## config.mk

```make
export PLATFORM = sky130hd
export DESIGN_NAME = enc_core
export DESIGN_NICKNAME = d
export VERILOG_FILES = /design/src/logic/enc_pkg.sv /design/src/logic/enc_core.sv
export VERILOG_INCLUDE_DIRS = /design/src /design/src/logic
export SDC_FILE = /design/constraint.sdc
export NUM_CORES = 1
export LEC_CHECK = 0
export ABC_AREA = 1
export BUFFER_PORTS_ARGS = -buffer_cell sky130_fd_sc_hd__buf_2
export CORE_AREA = 3 3 180 182
export DETAILED_ROUTE_END_ITERATION = 7
export DIE_AREA = 0 0 183 185
export PLACE_DENSITY = 0.38
export SYNTH_ARGS = -nofsm -noshare
export SYNTH_HDL_FRONTEND = slang
export SYNTH_SLANG_ARGS = --single-unit
```

## constraint.sdc

```tcl
create_clock -name clk_sys -period 2.8 [get_ports clk_sys]
set_clock_uncertainty 0.15 [all_clocks]
set_input_delay 0.14 -clock clk_sys [delete_from_list [all_inputs] [get_ports clk_sys]]
set_output_delay 0.14 -clock clk_sys [all_outputs]
set_load 0.02 [all_outputs]
```

## src/logic/enc_defs.svh

```systemverilog
`ifndef ENC_DEFS_SVH
`define ENC_DEFS_SVH
// ----------------------------------------
// register byte addresses
// ----------------------------------------
`define ENC_ADR_CTRL   8'h00
`define ENC_ADR_FILT   8'h04
`define ENC_ADR_POS    8'h08
`define ENC_ADR_MAX    8'h0C
// ----------------------------------------
// control register fields
// ----------------------------------------
`define ENC_C_COUNT_ERROR_FLAG   15
`define ENC_C_IDLE     13
`define ENC_C_INDEX    12
`define ENC_C_DIR      11
`define ENC_C_MODE_H   10
`define ENC_C_MODE_L   8
`define ENC_C_SWAP     7
`define ENC_C_DIROE    6
`define ENC_C_GATE     5
`define ENC_C_PS_H     4
`define ENC_C_PS_L     3
`define ENC_C_IDXRES   2
`define ENC_C_CLKSRC   1
`define ENC_C_DIRSRC   0
// ----------------------------------------
// filter control register fields
// ----------------------------------------
`define ENC_F_IMV_H    10
`define ENC_F_IMV_L    9
`define ENC_F_COUNT_ERROR_IRQ_DISABLE     8
`define ENC_F_FEN      7
`define ENC_F_FCK_H    6
`define ENC_F_FCK_L    4
// ----------------------------------------
// reset values and terminal counts
// ----------------------------------------
`define ENC_MAX_RST    16'hFFFF
`define ENC_POS_RST    16'h0000
`define ENC_FLT_STABLE 3
`define ENC_TERM_1     8'h00
`define ENC_TERM_2     8'h01
`define ENC_TERM_4     8'h03
`define ENC_TERM_8     8'h07
`define ENC_TERM_16    8'h0F
`define ENC_TERM_32    8'h1F
`define ENC_TERM_64    8'h3F
`define ENC_TERM_128   8'h7F
`define ENC_TERM_256   8'hFF
`endif

```

## src/logic/enc_pkg.sv

```systemverilog
package enc_pkg;
  // operating mode as held in the control register
  typedef enum logic [2:0] {
    ENC_OFF    = 3'h0,
    ENC_TIMER  = 3'h1,
    ENC_UNUSED = 3'h2,
    ENC_UNUSD3 = 3'h3,
    ENC_X2_IDX = 3'h4,
    ENC_X2_MAX = 3'h5,
    ENC_X4_IDX = 3'h6,
    ENC_X4_MAX = 3'h7
  } enc_mode_e;
endpackage

```

## src/logic/enc_core.sv

```systemverilog
`timescale 1ns/1ns
`include "enc_defs.svh"

// Behaviour
// - modes 111/110 x4, max or index reset
// - modes 101/100 x2, max or index reset
// - 001 timer/counter, 000 everything off
// - 011 and 010 keep module disabled
// - count error flag in index modes
// - error interrupt unless disable bit set
// - idle stop halts counting in idle
// - status bit shows index pin level
// - direction bit, writable only in timer
// - swap bit exchanges phase A and B
// - direction driven onto pin when enabled
// - gate enable counts only while gated
// - timer prescale 1, 8, 64, 256
// - prescaler used only in timer mode
// - index reset enable in index modes
// - timer clock internal or phase A rise
// - timer direction from phase B or bit
// - x4 index needs both phase levels
// - x2 index checks one selected phase
// - filter enable routes inputs through filters
// - filter clock divide 1 through 256
// - 16-bit up/down position counter
module enc_core #(
  parameter int CNT_W = 16
) (
  input  wire logic        clk_sys,
  input  wire logic        rst,
  input  wire logic        wbCyc,
  input  wire logic        wbStb,
  input  wire logic        wbWe,
  input  wire logic [7:0]  wbAdr,
  input  wire logic [3:0]  wbSel,
  input  wire logic [31:0] wbDatIn,
  output logic             wbAck,
  output logic      [31:0] wbDatOut,
  input  wire logic        phaseAPin,
  input  wire logic        phaseBPin,
  input  wire logic        indexPin,
  input  wire logic        idleMode,
  output logic             dirOut,
  output logic             dirOe,
  output logic             countErrIrq
);

  // ----------------------------------------
  // helper functions
  // ----------------------------------------
  // next counter value; wrap selects rollover at max and zero
  function automatic logic [CNT_W-1:0] nextCount(
    input logic [CNT_W-1:0] cnt,
    input logic [CNT_W-1:0] lim,
    input logic             up,
    input logic             wrap
  );
    if (up)
      nextCount = (wrap && cnt == lim) ? '0 : cnt + 1'b1;
    else
      nextCount = (wrap && cnt == '0) ? lim : cnt - 1'b1;
  endfunction

  // byte-lane merge for 16-bit registers
  function automatic logic [15:0] laneMerge(
    input logic [15:0] old,
    input logic [31:0] dat,
    input logic [3:0]  sel
  );
    laneMerge = {sel[1] ? dat[15:8] : old[15:8],
                 sel[0] ? dat[7:0]  : old[7:0]};
  endfunction

  // filter clock divide code to terminal count
  function automatic logic [7:0] filtTerm(input logic [2:0] code);
    case (code)
      3'h0:    filtTerm = `ENC_TERM_1;
      3'h1:    filtTerm = `ENC_TERM_2;
      3'h2:    filtTerm = `ENC_TERM_4;
      3'h3:    filtTerm = `ENC_TERM_16;
      3'h4:    filtTerm = `ENC_TERM_32;
      3'h5:    filtTerm = `ENC_TERM_64;
      3'h6:    filtTerm = `ENC_TERM_128;
      default: filtTerm = `ENC_TERM_256;
    endcase
  endfunction

  // timer prescale code to terminal count
  function automatic logic [7:0] preTerm(input logic [1:0] code);
    case (code)
      2'h0:    preTerm = `ENC_TERM_1;
      2'h1:    preTerm = `ENC_TERM_8;
      2'h2:    preTerm = `ENC_TERM_64;
      default: preTerm = `ENC_TERM_256;
    endcase
  endfunction

  // ----------------------------------------
  // registers
  // ----------------------------------------
  enc_pkg::enc_mode_e mode_q;
  logic             count_error_flag_q;
  logic             idleStop_q;
  logic             dirStat_q;
  logic             swap_q;
  logic             dirOutEn_q;
  logic             gateEn_q;
  logic [1:0]       prescale_q;
  logic             idxResEn_q;
  logic             clkSrc_q;
  logic             dirSrc_q;
  logic [1:0]       imv_q;
  logic             count_error_irq_disable_q;
  logic             filtEn_q;
  logic [2:0]       filtDiv_q;
  logic [CNT_W-1:0] pos_q;
  logic [CNT_W-1:0] max_q;
  logic [2:0]       sync1_q;
  logic [2:0]       sync2_q;
  logic [2:0]       hist_q [`ENC_FLT_STABLE-1];
  logic [2:0]       filt_q;
  logic [7:0]       filtCnt_q;
  logic [7:0]       preCnt_q;
  logic             prevA_q;
  logic             prevB_q;
  logic             prevI_q;
  logic             wbAck_q;
  logic [31:0]      wbDat_q;
  logic             dirOut_q;
  logic             dirOe_q;
  logic             irq_q;

  // ----------------------------------------
  // bus decode
  // ----------------------------------------
  logic req;
  logic wrEn;
  logic wrCtrl;
  logic wrFilt;
  logic wrPos;
  logic wrMax;
  logic [15:0] ctrlRd;
  logic [15:0] filtRd;
  logic [15:0] ctrlNew;
  logic [15:0] filtNew;

  // writes land on the edge where the master sees ack
  assign req    = wbCyc & wbStb;
  assign wrEn   = req & wbWe & wbAck_q;
  assign wrCtrl = wrEn & (wbAdr == `ENC_ADR_CTRL);
  assign wrFilt = wrEn & (wbAdr == `ENC_ADR_FILT);
  assign wrPos  = wrEn & (wbAdr == `ENC_ADR_POS);
  assign wrMax  = wrEn & (wbAdr == `ENC_ADR_MAX);
  assign ctrlNew = laneMerge(ctrlRd, wbDatIn, wbSel);
  assign filtNew = laneMerge(filtRd, wbDatIn, wbSel);

  // ----------------------------------------
  // decoded inputs and mode terms
  // ----------------------------------------
  logic [2:0] pins;
  logic pA;
  logic pB;
  logic pI;
  logic quadMode;
  logic x4Mode;
  logic idxMode;
  logic timerMode;
  logic halt;
  logic aChg;
  logic bChg;
  logic qUp;
  logic qStep;
  logic qErr;
  logic idxHit;
  logic idxClr;
  logic srcEdge;
  logic gateOk;
  logic preTick;
  logic tStep;
  logic tUp;
  logic filtTick;

  // filters bypassed unless enabled; synchroniser stage 2 only
  assign pins = filtEn_q ? filt_q : sync2_q;
  assign pA   = swap_q ? pins[1] : pins[0];
  assign pB   = swap_q ? pins[0] : pins[1];
  assign pI   = pins[2];

  // unused codes fall out of every mode term except x4Mode, which quadMode gates
  assign quadMode  = mode_q[2];
  assign x4Mode    = mode_q[1];
  assign idxMode   = quadMode & ~mode_q[0];
  assign timerMode = (mode_q == enc_pkg::ENC_TIMER);
  assign halt      = idleStop_q & idleMode;

  // quadrature edge decode; direction from new A and old B
  assign aChg  = pA ^ prevA_q;
  assign bChg  = pB ^ prevB_q;
  assign qUp   = pA ^ prevB_q;
  assign qStep = quadMode & ~halt & (x4Mode ? (aChg ^ bChg) : (aChg & ~bChg));
  assign qErr  = quadMode & ~halt & aChg & bChg;

  // index reset qualification
  assign idxHit = x4Mode ? (pB == imv_q[1] && pA == imv_q[0])
                         : ((imv_q[1] ? pB : pA) == imv_q[0]);
  assign idxClr = idxMode & ~halt & idxResEn_q & pI & ~prevI_q & idxHit;

  // timer clock, gate and prescaler
  assign srcEdge = clkSrc_q ? (pA & ~prevA_q) : 1'b1;
  assign gateOk  = ~gateEn_q | pA;
  assign preTick = timerMode & ~halt & srcEdge & gateOk;
  assign tStep   = preTick & (preCnt_q == preTerm(prescale_q));
  assign tUp     = dirSrc_q ? pB : dirStat_q;

  assign filtTick = (filtCnt_q == filtTerm(filtDiv_q));

  // ----------------------------------------
  // input synchronisers and noise filters
  // ----------------------------------------
  // two flops per pin before anything reads the level
  always_ff @(posedge clk_sys)
  begin
    if (rst)
    begin
      sync1_q <= 3'h0;
      sync2_q <= 3'h0;
    end
    else
    begin
      sync1_q <= {indexPin, phaseBPin, phaseAPin};
      sync2_q <= sync1_q;
    end
  end

  // divided sample clock shared by all three filters
  always_ff @(posedge clk_sys)
  begin
    if (rst)
      filtCnt_q <= 8'h00;
    else if (filtTick)
      filtCnt_q <= 8'h00;
    else
      filtCnt_q <= filtCnt_q + 8'h01;
  end

  // a level is taken only after three equal samples in a row:
  // the current sample and the two held in the history
  always_ff @(posedge clk_sys)
  begin
    if (rst)
    begin
      for (int i = 0; i < `ENC_FLT_STABLE-1; i++)
        hist_q[i] <= 3'h0;
      filt_q <= 3'h0;
    end
    else if (filtTick)
    begin
      hist_q[0] <= sync2_q;
      for (int i = 1; i < `ENC_FLT_STABLE-1; i++)
        hist_q[i] <= hist_q[i-1];
      for (int c = 0; c < 3; c++)
        if (hist_q[0][c] == sync2_q[c] && hist_q[1][c] == sync2_q[c])
          filt_q[c] <= sync2_q[c];
    end
  end

  // previous decoded levels for edge detection
  always_ff @(posedge clk_sys)
  begin
    if (rst)
    begin
      prevA_q <= 1'b0;
      prevB_q <= 1'b0;
      prevI_q <= 1'b0;
    end
    else
    begin
      prevA_q <= pA;
      prevB_q <= pB;
      prevI_q <= pI;
    end
  end

  // ----------------------------------------
  // timer prescaler
  // ----------------------------------------
  // cleared outside timer mode so a new start begins at zero
  always_ff @(posedge clk_sys)
  begin
    if (rst || !timerMode)
      preCnt_q <= 8'h00;
    else if (tStep)
      preCnt_q <= 8'h00;
    else if (preTick)
      preCnt_q <= preCnt_q + 8'h01;
  end

  // ----------------------------------------
  // position counter and limit
  // ----------------------------------------
  // software write wins over a count in the same cycle
  always_ff @(posedge clk_sys)
  begin
    if (rst)
      pos_q <= `ENC_POS_RST;
    else if (wrPos)
      pos_q <= laneMerge(pos_q, wbDatIn, wbSel);
    else if (idxClr)
      pos_q <= '0;
    else if (qStep)
      pos_q <= nextCount(pos_q, max_q, qUp, mode_q[0]);
    else if (tStep)
      pos_q <= nextCount(pos_q, max_q, tUp, 1'b1);
  end

  always_ff @(posedge clk_sys)
  begin
    if (rst)
      max_q <= `ENC_MAX_RST;
    else if (wrMax)
      max_q <= laneMerge(max_q, wbDatIn, wbSel);
  end

  // ----------------------------------------
  // control registers
  // ----------------------------------------
  always_ff @(posedge clk_sys)
  begin
    if (rst)
    begin
      mode_q     <= enc_pkg::ENC_OFF;
      idleStop_q <= 1'b0;
      swap_q     <= 1'b0;
      dirOutEn_q <= 1'b0;
      gateEn_q   <= 1'b0;
      prescale_q <= 2'h0;
      idxResEn_q <= 1'b0;
      clkSrc_q   <= 1'b0;
      dirSrc_q   <= 1'b0;
    end
    else if (wrCtrl)
    begin
      mode_q     <= enc_pkg::enc_mode_e'(ctrlNew[`ENC_C_MODE_H:`ENC_C_MODE_L]);
      idleStop_q <= ctrlNew[`ENC_C_IDLE];
      swap_q     <= ctrlNew[`ENC_C_SWAP];
      dirOutEn_q <= ctrlNew[`ENC_C_DIROE];
      gateEn_q   <= ctrlNew[`ENC_C_GATE];
      prescale_q <= ctrlNew[`ENC_C_PS_H:`ENC_C_PS_L];
      idxResEn_q <= ctrlNew[`ENC_C_IDXRES];
      clkSrc_q   <= ctrlNew[`ENC_C_CLKSRC];
      dirSrc_q   <= ctrlNew[`ENC_C_DIRSRC];
    end
  end

  always_ff @(posedge clk_sys)
  begin
    if (rst)
    begin
      imv_q     <= 2'h0;
      count_error_irq_disable_q    <= 1'b0;
      filtEn_q  <= 1'b0;
      filtDiv_q <= 3'h0;
    end
    else if (wrFilt)
    begin
      imv_q     <= filtNew[`ENC_F_IMV_H:`ENC_F_IMV_L];
      count_error_irq_disable_q    <= filtNew[`ENC_F_COUNT_ERROR_IRQ_DISABLE];
      filtEn_q  <= filtNew[`ENC_F_FEN];
      filtDiv_q <= filtNew[`ENC_F_FCK_H:`ENC_F_FCK_L];
    end
  end

  // hardware owns direction in quadrature modes, software in timer unless dirSrc_q selects phase B
  always_ff @(posedge clk_sys)
  begin
    if (rst)
      dirStat_q <= 1'b0;
    else if (qStep)
      dirStat_q <= qUp;
    else if (timerMode && dirSrc_q)
      dirStat_q <= pB;
    else if (wrCtrl && timerMode)
      dirStat_q <= ctrlNew[`ENC_C_DIR];
  end

  // set wins over a software clear in the same cycle
  always_ff @(posedge clk_sys)
  begin
    if (rst)
      count_error_flag_q <= 1'b0;
    else if (qErr && idxMode)
      count_error_flag_q <= 1'b1;
    else if (wrCtrl)
      count_error_flag_q <= count_error_flag_q & ctrlNew[`ENC_C_COUNT_ERROR_FLAG];
  end

  // ----------------------------------------
  // outputs
  // ----------------------------------------
  always_ff @(posedge clk_sys)
  begin
    if (rst)
    begin
      dirOut_q <= 1'b0;
      dirOe_q  <= 1'b0;
      irq_q    <= 1'b0;
    end
    else
    begin
      dirOut_q <= dirStat_q;
      dirOe_q  <= dirOutEn_q;
      irq_q    <= qErr & idxMode & ~count_error_irq_disable_q;
    end
  end

  assign dirOut      = dirOut_q;
  assign dirOe       = dirOe_q;
  assign countErrIrq = irq_q;

  // ----------------------------------------
  // wishbone slave
  // ----------------------------------------
  assign ctrlRd = {count_error_flag_q, 1'b0, idleStop_q, pI, dirStat_q,
                   mode_q, swap_q, dirOutEn_q, gateEn_q, prescale_q,
                   idxResEn_q, clkSrc_q, dirSrc_q};
  assign filtRd = {5'h00, imv_q, count_error_irq_disable_q, filtEn_q, filtDiv_q, 4'h0};

  // one wait state; ack drops the cycle after it was given
  always_ff @(posedge clk_sys)
  begin
    if (rst)
    begin
      wbAck_q <= 1'b0;
      wbDat_q <= 32'h0000_0000;
    end
    else
    begin
      wbAck_q <= req & ~wbAck_q;
      if (req && !wbAck_q)
        case (wbAdr)
          `ENC_ADR_CTRL: wbDat_q <= {16'h0000, ctrlRd};
          `ENC_ADR_FILT: wbDat_q <= {16'h0000, filtRd};
          `ENC_ADR_POS:  wbDat_q <= {16'h0000, pos_q};
          `ENC_ADR_MAX:  wbDat_q <= {16'h0000, max_q};
          default:       wbDat_q <= 32'h0000_0000; // unmapped reads zero
        endcase
    end
  end

  assign wbAck    = wbAck_q;
  assign wbDatOut = wbDat_q;

endmodule // enc_core

```

Word-level counts from Yosys, hierarchy flattened
Memory sizes are Yosys's and may differ from the RTL's.
Cells that the tools add are included.
- logic and storage cells: 179
- output and inout port bits: 36
- input port bits: 53
- memories: 1
- memory bits (writable): 6
- register bits after elaboration: 117
- $add $sub $neg: 4
- reduce and logical (&&, ||, !) cells: 35
- equal/unequal tests: 26
- bitwise operators: 43
- mux-type cells: 36
- memory list (name ; depth ; bits a word ; rd ports ; clocked after Yosys merged registers in ; wr ports ; line ; source):
    hist_q ; 2 ; 3 ; 2 ; 0 ; 2 ; enc_core.sv:121 ; logic [2:0] hist_q [`ENC_FLT_STABLE-1];
- operators by type and width (kind ; number):
    16-bit 2-to-1 mux ; 10
    16-bit case mux with 4 select lines ; 1
    8-bit case mux with 7 select lines ; 1
    1-bit bitwise AND ; 28
    8-bit 2-to-1 mux ; 3
    8-bit case mux with 3 select lines ; 1
    2-bit AND reduction ; 12
    1-bit 2-to-1 mux ; 17
    16-bit by 1-bit adder with 16-bit output, second input constant ; 1
    8-bit by 1-bit adder with 8-bit output, second input constant ; 2
    16-bit equality test ; 1
    8-bit by 4-bit equality test with 1-bit output, second input constant ; 2
    8-bit equality test ; 2
    16-bit logical NOT ; 1
    16-bit by 1-bit subtractor with 16-bit output, second input constant ; 1
    1-bit logical AND ; 10
    1-bit equality test ; 9
    3-bit equality test, second input constant ; 3
    3-bit 2-to-1 mux ; 3
    8-bit by 3-bit equality test with 1-bit output, second input constant ; 1
    8-bit logical NOT ; 1
    1-bit inverter ; 8
    3-bit by 1-bit equality test with 1-bit output, second input constant ; 2
    3-bit by 2-bit equality test with 1-bit output, second input constant ; 2
    other kinds (13) ; 22

Logic depth before layout (Yosys ltp)
Gate-level depths: netlist (run 1).
- word-level depth: 11
- gate-level depth with buffers: 19
- depth with buffers taken out: 19

Worst setup path after synthesis (run 1)
OpenSTA, ideal clock, no wires.
- kind: reg2reg
- start: reg filtEn_q
- end: reg pos_q[15]
- stages on the path, launching flop included: 19
- clock period less this slack: 2.614 ns
- required time: 2.538 ns
- arrival time: 2.353 ns
- library setup time: 0.112 ns
- path buffers: 2
- setup slack: 0.186 ns
- path through: dfxtp_1 > inv_2 > nand2_1 > nand3_2 > nand2_2 > inv_1 > ha_1 > inv_1 > ha_1 > nand2_1 > o21ai_0 > nor3_1 > buf_2 > nor2_1 > nand3_4 > buf_6 > nand3_1 > nor2_1 > nor2_1
- elaborated cells between the ends (all ways): 35
- classes of those cells: 3 x eq/ne; 14 x mux; 15 x bitwise; 3 x reduce/logical
- RTL lines (item ; line ; source):
    start: declaration ; enc_core.sv:115 ; logic filtEn_q;
    start signal: assignment ; enc_core.sv:369 ; filtEn_q <= filtNew[`ENC_F_FEN];
    3-bit 2-to-1 mux (*) ; enc_core.sv:185 ; assign pins = filtEn_q ? filt_q : sync2_q;
    1-bit 2-to-1 mux (*) ; enc_core.sv:186 ; assign pA = swap_q ? pins[1] : pins[0];
    via pA ; enc_core.sv:162 ; logic pA;
    1-bit bitwise AND or 1-bit XOR (tied branches) ; enc_core.sv:210, enc_core.sv:198 ;
    1-bit 2-to-1 mux, or another cell as far along ; enc_core.sv:210 ; assign srcEdge = clkSrc_q ? (pA & ~prevA_q) : 1'b1;
    1-bit bitwise AND or 1-bit 2-to-1 mux (tied branches) ; enc_core.sv:212, enc_core.sv:201 ;
    1-bit bitwise AND (on tied branches) ; enc_core.sv:212, enc_core.sv:201 ;
    1-bit bitwise AND or 16-bit 2-to-1 mux (tied branches) ; enc_core.sv:213, enc_core.sv:311 ;
    4-bit nonzero test (no line) or 16-bit 2-to-1 mux (tied branches) ; - ;
    2-bit AND reduction (no line) or 16-bit 2-to-1 mux (tied branches) ; - ;
    end signal: assignment ; enc_core.sv:306 ; pos_q <= `ENC_POS_RST;
    end signal: assignment ; enc_core.sv:308 ; pos_q <= laneMerge(pos_q, wbDatIn, wbSel);
    end signal: assignment ; enc_core.sv:312 ; pos_q <= nextCount(pos_q, max_q, qUp, mode_q[0]);
    end: declaration ; enc_core.sv:117 ; logic [CNT_W-1:0] pos_q;
Mark *: on every way through the listed nets, which the timed path passes. The rest lies on a longest branch. The select of a mux whose other input is x is not followed.
A chain may end at the register's enable or synchronous reset.

Worst setup path in the final report (run 1)
- start: reg swap_q
- end: reg pos_q[10]
- elaborated cells between the ends (all ways): 32
- classes of those cells: 3 x eq/ne; 13 x mux; 13 x bitwise; 3 x reduce/logical
- RTL lines (item ; line ; source):
    start: declaration ; enc_core.sv:106 ; logic swap_q;
    start signal: assignment ; enc_core.sv:346 ; swap_q <= ctrlNew[`ENC_C_SWAP];
    1-bit 2-to-1 mux (*) ; enc_core.sv:186 ;
    via pA ; enc_core.sv:162 ;
    1-bit bitwise AND or 1-bit XOR (tied branches) ; enc_core.sv:210, enc_core.sv:198 ;
    1-bit 2-to-1 mux, or another cell as far along ; enc_core.sv:210 ;
    1-bit bitwise AND or 1-bit 2-to-1 mux (tied branches) ; enc_core.sv:212, enc_core.sv:201 ;
    1-bit bitwise AND (on tied branches) ; enc_core.sv:212, enc_core.sv:201 ;
    1-bit bitwise AND or 16-bit 2-to-1 mux (tied branches) ; enc_core.sv:213, enc_core.sv:311 ;
    4-bit nonzero test (no line) or 16-bit 2-to-1 mux (tied branches) ; - ;
    2-bit AND reduction (no line) or 16-bit 2-to-1 mux (tied branches) ; - ;
Marks and branches as above.

==> results of run 1 <==
==> metrics by stage <==
stage	cells	util [%]	instance area [sq um]	TNS, ns
after floorplan	1130	-	7180	0
after global placement	1560	25.6	7860	0
after detailed placement	1560	25.6	7860	0
after CTS	1595	27.2	8380	0
after global routing	1598	27.7	8520	-0.171
final	1598	27.7	8520	0
==> cell type report <==
cell class	count	area share, %
Clock inverter	6	1.04
Timing Repair Buffer	108	8.68
Clock buffer	10	2.80
Multi-Input combinational cell	858	50.7
Inverter	113	5.07
Sequential cell	107	25.9
Tap cell	396	5.81
==> worst max path at each step <==
stage,slack (ns),end,startpoint,depth (start not counted)
final,0.17,pos_q[10]$_SDFFE_PP0P_,swap_q$_SDFFE_PP0P_,19
after CTS,0.02,pos_q[7]$_SDFFE_PP0P_,filtEn_q$_SDFFE_PP0P_,19
after global routing,-0.05,pos_q[10]$_SDFFE_PP0P_,swap_q$_SDFFE_PP0P_,19
after global placement,0.05,pos_q[1]$_SDFFE_PP0P_,filtEn_q$_SDFFE_PP0P_,18
after floorplan,0.19,pos_q[15]$_SDFFE_PP0P_,filtEn_q$_SDFFE_PP0P_,18
after detailed placement,0.05,pos_q[7]$_SDFFE_PP0P_,filtEn_q$_SDFFE_PP0P_,19
==> routing by layer <==
metal	vias to the layer above	wire length (microns)	share of wire [%]	GRT usage, %
met5	-	0	0	0
met1	3289	12000	46	19.8
met3	25	739	2.8	1.92
met2	115	12700	49	27.8
li1	3741	-	-	-
met4	0	519	2.0	4.63
==> flip-flops by register name (all words and copies together) (netlist names), 2 cells and up <==
signal / cells
filtCnt_q: 8
filtDiv_q: 3
filt_q: 3
hist_q: 6
imv_q: 2
max_q: 16
mode_q: 3
pos_q: 16
preCnt_q: 8
prescale_q: 2
sync1_q: 3
sync2_q: 3
wbDatOut: 16
==> power by group through the flow <==
stage / clock network [mW] / registers, mW / logic (mW)
after detailed placement: 0 / 1.58 / 0.178
final: 1.44 / 1.54 / 0.206
after global placement: 0 / 1.58 / 0.178
after CTS: 1.49 / 1.55 / 0.199
after floorplan: 0 / 1.58 / 0.113
after global routing: 1.54 / 1.55 / 0.229
==> cell families after synthesis <==
family                   synth area share [%]
adder cells (fa/ha/maj)                  1.23
other                                  0.0527
flip-flops                               30.9
AND/OR/NAND/NOR                          40.8
AO/OA/AOI/OAI                            12.9
XOR/XNOR                                 3.57
buffers and inverters                    10.5
==> layout by cell type, fill, tap and decap left out, types with 12 or more instances in the layout <==
cell / Yosys / final
nand2_1: 304 / 300
nor2_1: 155 / 154
nand3_1: 104 / 103
dfxtp_1: 101 / 97
inv_1: 95 / 90
a21oi_1: 56 / 56
o21ai_0: 58 / 56
buf_2: 8 / 54
buf_4: 23 / 33
o211ai_1: 22 / 22
xor2_1: 23 / 22
dlygate4sd3_1: 0 / 19
inv_2: 16 / 18
nand2_2: 14 / 16
conb_1: 1 / 16
o22ai_1: 13 / 13
nor3_1: 13 / 12
==> worst max-delay path, cell delays in order, from the launching register on <==
cell and delay, ns:
dfxtp_2 0.35, inv_2 0.11, nand3_2 0.10, nand2_2 0.09, inv_2 0.05, ha_4 0.26, inv_2 0.04, ha_4 0.21
nand2_2 0.06, o21ai_2 0.05, nor3_2 0.14, buf_4 0.15, clkinvlp_4 0.14, buf_6 0.18, o21ai_2 0.05, nand3b_1 0.11
nand2_1 0.05, nor2_1 0.14, nor2_1 0.05, nor2_1 0.08
==> repair_timing <==
item | CTS | global route
hold endpoints to repair | 28 | 0
gates resized for setup | 0 | 30
hold buffers | 19 | 0
setup endpoints to repair | 0 | 17
setup buffers | 0 | 3
==> summary.txt, run 1 <==
STA
  • Post-route setup slack: roughly 0.17 ns
  • Tcrit/Tclk final: 93.8%
  • Hold_ws: 0.0331 ns
  • RSZ-0062 raised after global routing: true
  • Min Tclk post-route: ~2.6 ns
  • Final hold violation count: 0
  • Max-slew headroom: around 54%
  • Count of pins over their slew limit: 0
  • Setup violations, final: 0
  • Max Clk Rate: approximately 380 MHz
  • Least-Margin Pin Slew: between 0.6 and 0.7 ns

Clock network
  • CTS H-tree lvls: 3
  • Clock tree buffer depth: 2
  • CTS Sinks: 107
  • Clock transition at the registers of the reported paths: ~0.080 ns
  • TritonCTS clock tree: yes
  • CTS root buf: clkbuf_16
  • Num CTS Buffers: 9
  • Skew-Pair Late Insertion Delay: 0.37 ns

Synthesis
  • Register bit count reported by yosys: roughly 110
  • Count leader, synth: nand2_1
  • Post-Syn Area per Cell: around 6.4 sq um
  • Post-Syn Area: just over 0.007 sq mm
  • Cell variety after synth: 47
  • Yosys warnings: 0
  • Asr flop ratio synth: 0%
  • Dominant cell type by area after synthesis: dfxtp_1
  • Dominant synthesized flop cell: dfxtp_1
  • Number of enable flip-flop cells after synthesis: 6
  • Seq/Total Area, Yosys: just over 30%
  • Synth top area cells: dfxtp_1 28%, nand2_1 16%, nor2_1 8.2%
  • Commonest cells post-synth: 304 x nand2_1, 155 x nor2_1, 104 x nand3_1
  • Synthesized instance count: approximately 1100
  • Top-area cell type share of the netlist area: approximately 28%

Placement
  • Port bufs: 54
  • Pre-CTS setup slack: roughly 0.053 ns
  • RePlAce Congestion: 0.833
  • HPWL after detailed placement: 19.9 mm

Pwr
  • Cell-internal power: 2.42 mW
  • Tot Pwr: ~3.2 mW
  • P_leak: 3.64 nW
  • Sw Share: between 20% and 30%
  • Switching pwr: a little under 800 uW
  • Combinational share of power: about 6.5%
  • Clock power share: between 40% and 50%
  • Power share of the sequential group: around 49%
  • VDD IR max: 0.284 mV
  • Cell Pwr Density: 374 mW/mm^2

Job
  • Maxcap violations: 0

Worst setup path
  • Arrival time at the worst endpoint: between 2 and 3 ns
  • FF-to-FF Start: swap_q$_SDFFE_PP0P_
  • Critical Path RT: roughly 3.0 ns
  • R2r setup slk: 0.17 ns
  • Worst r2r dst: pos_q[10]$_SDFFE_PP0P_
  • R2r worst-path depth: 19
  • Critical path type: reg2reg
  • Max Fanout on Critical Path: 8
  • Worst setup EP type: register
  • Startpoint types: register

Route
  • Wire length per cell: 16.3 microns
  • Detailed Route Iter0 Violations: 325
  • Via count: ~7000
  • DRT Pass-1 Iters: 5
  • DRC viols: 0
  • Vias per std cell: about 4.5
  • Antenna-violating nets left: 0
  • Drt total wl: between 20 and 30 mm

Final layout
  • Multi-input gate area: approximately 0.0043 sq mm
  • Fillers: 3516
  • Reg area: 0.00221 sq mm
  • Area grow syn2layout: 19.7%
  • Layout cells sized above 1: approximately 16%
  • Diodes inserted: 0
  • Nets: 1257

Global route
  • Number of global-route vias before repair: 7104
  • Global-route wire length before repair: around 41 mm
  • Global Route Usage Sum: between 10% and 20%
  • Largest net degree at the start of global routing: 32
  • Global route overflow: 0
  • Initial antenna violation count: 0

Floorplanning
  • DIE HEIGHT: between 150 and 200 microns
  • Core Rows: 64
  • Core footprint: ~0.031 sq mm
  • Initial core utilization: 23.2%
  • Horiz. Die Dim: around 180 microns
  • Die Area: around 0.034 sq mm
  • I/O Pins: 89

Hold path
  • Hold path endpoint: swap_q$_SDFFE_PP0P_
  • Hold depth: 3
  • Hold Path Origin: wbSel[0]
  • Hold WC Path Type: in2reg

Outcome
  • Run status: finished, final reports clean
(Power assumes the default switching activity.)
==> run 2, diff against run 1 <==
--- a/config.mk
+++ b/config.mk
@@ -6,12 +6,13 @@
 export SDC_FILE = /design/constraint.sdc
 export NUM_CORES = 1
 export LEC_CHECK = 0
-export ABC_AREA = 1
+export ABC_AREA = 0
 export BUFFER_PORTS_ARGS = -buffer_cell sky130_fd_sc_hd__buf_2
-export CORE_AREA = 3 3 180 182
+export CORE_AREA = 3 3 175 177
 export DETAILED_ROUTE_END_ITERATION = 7
-export DIE_AREA = 0 0 183 185
-export PLACE_DENSITY = 0.38
+export DIE_AREA = 0 0 178 180
+export PLACE_DENSITY = 0.46
+export REMOVE_ABC_BUFFERS = 1
 export SYNTH_ARGS = -nofsm -noshare
 export SYNTH_HDL_FRONTEND = slang
 export SYNTH_SLANG_ARGS = --single-unit
==> summary.txt, run 2 <==
Clock network
  • Clock tree buffer depth: 2 (unchanged)
  • CTS root buf: clkbuf_16 (unchanged)
  • Num CTS Buffers: 9 (unchanged)
  • CTS Sinks: 107 (unchanged)
  • Clock transition at the registers of the reported paths: 0.08 ns (about the same)
  • TritonCTS clock tree: yes (unchanged)
  • Skew-Pair Late Insertion Delay: 0.36 ns (was 0.37 ns)
  • CTS H-tree lvls: 3 (unchanged)

Global route
  • Global route overflow: 0 (unchanged)
  • Global-route wire length before repair: 37.7 mm (was 41.0 mm)
  • Initial antenna violation count: 0 (unchanged)
  • Global Route Usage Sum: 15.2% (was 15.6%)
  • Number of global-route vias before repair: 6348 (was 7104)
  • Largest net degree at the start of global routing: 46 (was 32)

STA
  • Setup violations, final: 7 (was 0)
  • Max-slew headroom: 59.3% (was 54.3%)
  • Min Tclk post-route: 2.88 ns (was 2.63 ns)
  • Max Clk Rate: 347 MHz (was 381 MHz)
  • Hold_ws: 0.0816 ns (was 0.0331 ns)
  • Final hold violation count: 0 (unchanged)
  • Least-Margin Pin Slew: 0.606 ns (was 0.684 ns)
  • Post-route setup slack: -0.0831 ns (was 0.174 ns)
  • Count of pins over their slew limit: 0 (unchanged)
  • Tcrit/Tclk final: 103% (was 93.8%)
  • RSZ-0062 raised after global routing: true (unchanged)

Hold path
  • Hold WC Path Type: in2reg (unchanged)

Job
  • Maxcap violations: 0 (unchanged)

Final layout
  • Commonest non-fill, non-tap cell in the layout: buf_4 (was nand2_1)
  • Diodes inserted: 0 (unchanged)
  • Area grow syn2layout: 31.4% (was 19.7%)
  • Non-filler cells, final: 1337 (was 1598)
  • Nets: 1002 (was 1257)
  • Layout cells sized above 1: 25.7% (was 16.0%)
  • Commonest non-fill, non-tap cells in the layout: 112 x buf_4, 96 x nor2_1, 96 x dfxtp_1 (was 300 x nand2_1, 154 x nor2_1, 103 x nand3_1)

Floorplanning
  • Core footprint: 0.0294 sq mm (was 0.0307 sq mm)
  • Horiz. Die Dim: 178 microns (was 183 microns)
  • Core Rows: 63 (was 64)
  • I/O Pins: 89 (unchanged)
  • Initial core utilization: 22.8% (was 23.2%)
  • DIE HEIGHT: 180 microns (was 185 microns)
  • Die Area: 0.0320 sq mm (was 0.0339 sq mm)

Synthesis
  • Post-Syn Area: 0.00669 sq mm (was 0.00712 sq mm)
  • Register bit count reported by yosys: 107 (unchanged)
  • Post-Syn Area per Cell: 8.44 sq um (was 6.39 sq um)
  • Synth top area cells: dfxtp_1 30%, nor2_1 5.4%, xnor2_1 4.8% (was dfxtp_1 28%, nand2_1 16%, nor2_1 8.2%)
  • Asr flop ratio synth: 0% (unchanged)
  • Seq/Total Area, Yosys: 32.9% (was 30.9%)
  • Synthesized instance count: 793 (was 1115)
  • Cell variety after synth: 71 (was 47)
  • Number of enable flip-flop cells after synthesis: 6 (unchanged)
  • Count leader, synth: dfxtp_1 (was nand2_1)
  • Top-area cell type share of the netlist area: 30.2% (was 28.4%)
  • Dominant synthesized flop cell: dfxtp_1 (unchanged)
  • Yosys warnings: 0 (unchanged)
  • Dominant cell type by area after synthesis: dfxtp_1 (unchanged)
  • Commonest cells post-synth: 101 x dfxtp_1, 97 x nor2_1, 64 x nand2_1 (was 304 x nand2_1, 155 x nor2_1, 104 x nand3_1)

Route
  • Via count: 6498 (was 7170)
  • Detailed Route Iter0 Violations: 407 (was 325)
  • DRT Pass-1 Iters: 5 (unchanged)
  • Drt total wl: 24.3 mm (was 26.0 mm)
  • Antenna-violating nets left: 0 (unchanged)
  • Wire length per cell: 18.2 microns (was 16.3 microns)
  • Vias per std cell: 4.86 (was 4.49)
  • DRC viols: 0 (unchanged)

Outcome
  • Run status: finished with violations (was finished, final reports clean)
  • Failing checks: negative setup slack

Placement
  • RePlAce Congestion: 0.904 (was 0.833)
  • Port bufs: 54 (unchanged)
  • HPWL after detailed placement: 18.6 mm (was 19.9 mm)
  • DP Cell Count: 1289 (was 1560)
  • Pre-CTS setup slack: -0.351 ns (was 0.0534 ns)

Worst setup path
  • Arrival time at the worst endpoint: 2.97 ns (was 2.78 ns)
  • Critical path type: reg2reg (unchanged)
  • Worst setup EP type: register (unchanged)
  • Critical Path RT: 2.89 ns (was 2.95 ns)
  • Max Fanout on Critical Path: 7 (was 8)
  • Startpoint types: register (unchanged)

Pwr
  • Cell Pwr Density: 359 mW/mm^2 (was 374 mW/mm^2)
  • P_leak: 3.43 nW (was 3.64 nW)
  • VDD IR max: 0.259 mV (was 0.284 mV)
  • Tot Pwr: 3.16 mW (was 3.19 mW)
## run 2: area by class of cell
type	instances	area [sq um]
Fill cell	3147	20600
Multi-Input combinational cell	610	4240
Sequential cell	107	2210
Timing Repair Buffer	199	1490
Tap cell	390	488
Clock buffer	10	229
Clock inverter	6	82.6
Inverter	15	56.3
## run 2: cell families (layout without fill, tap and decap cells)
logic type | count (synthesis) | after routing | synth area share [%]
AND/OR/NAND/NOR | 309 | 309 | 23.2
AO/OA/AOI/OAI | 175 | 175 | 19.4
flip-flops | 107 | 107 | 32.9
buffers and inverters | 91 | 230 | 6.54
XOR/XNOR | 57 | 57 | 7.46
multiplexers | 46 | 46 | 9.07
adder cells (fa/ha/maj) | 7 | 7 | 1.31
other | 1 | 16 | 0.0560
## run 2: worst paths after layout
kind,start,endpoint,slack (ns),cells after the start
worst max-delay path,filtEn_q$_SDFFE_PP0P_,pos_q[6]$_SDFFE_PP0P_,-0.08,13
worst min-delay path,wbAdr[3],wbDatOut[14]$_SDFFE_PP0P_,0.08,3
worst max register to register,filtEn_q$_SDFFE_PP0P_,pos_q[6]$_SDFFE_PP0P_,-0.08,13
worst min register to register,sync1_q[1]$_SDFF_PP0_,sync2_q[1]$_SDFF_PP0_,0.29,1
## run 2: stage by stage
| stage | TNS [ns] | util [%] | area, sq um |
|---|---|---|---|
| after detailed placement | -3.34 | 27.3 | 8010 |
| after floorplan | -9.20 | - | 6370 |
| after CTS | -0.474 | 29.6 | 8710 |
| final | -0.368 | 29.9 | 8800 |
| after global placement | -3.00 | 27.3 | 8010 |
| after global routing | -1.79 | 29.9 | 8800 |
## run 2: critical path, stage by stage, from the launching register on
cell and delay [ns]:
dfxtp_2 0.34, mux4_2 0.55, ha_4 0.29, inv_2 0.04, ha_4 0.21, nand2_4 0.05
o2111a_2 0.31, buf_12 0.16, buf_4 0.10, buf_6 0.08, o21ai_1 0.05, a21o_1 0.15
a32oi_1 0.19, a211oi_1 0.09
## run 2: routing by layer
metal | share of wire (%) | vias to the layer above | GRT usage, %
li1 | - | 3169 | -
met1 | 46 | 3154 | 20.6
met2 | 48 | 149 | 25.0
met3 | 3.6 | 26 | 1.90
met4 | 2.2 | 0 | 4.87
met5 | 0 | - | 0
## run 2: repair_timing
action / 4_1_cts / 5_1_grt
hold endpoints to repair: 48 / 0
hold buffers: 20 / 0
pin swaps: 20 / 17
setup buffers: 6 / 6
endpoints found under the setup margin: 16 / 16
gates cloned: 1 / 0
gates resized for setup: 27 / 18
## run 2: where the power goes
group	switching, mW	internal, mW
Combinational	0.141	0.0989
Clock	0.657	0.716
Sequential	0.00446	1.54
Total	0.802	2.36
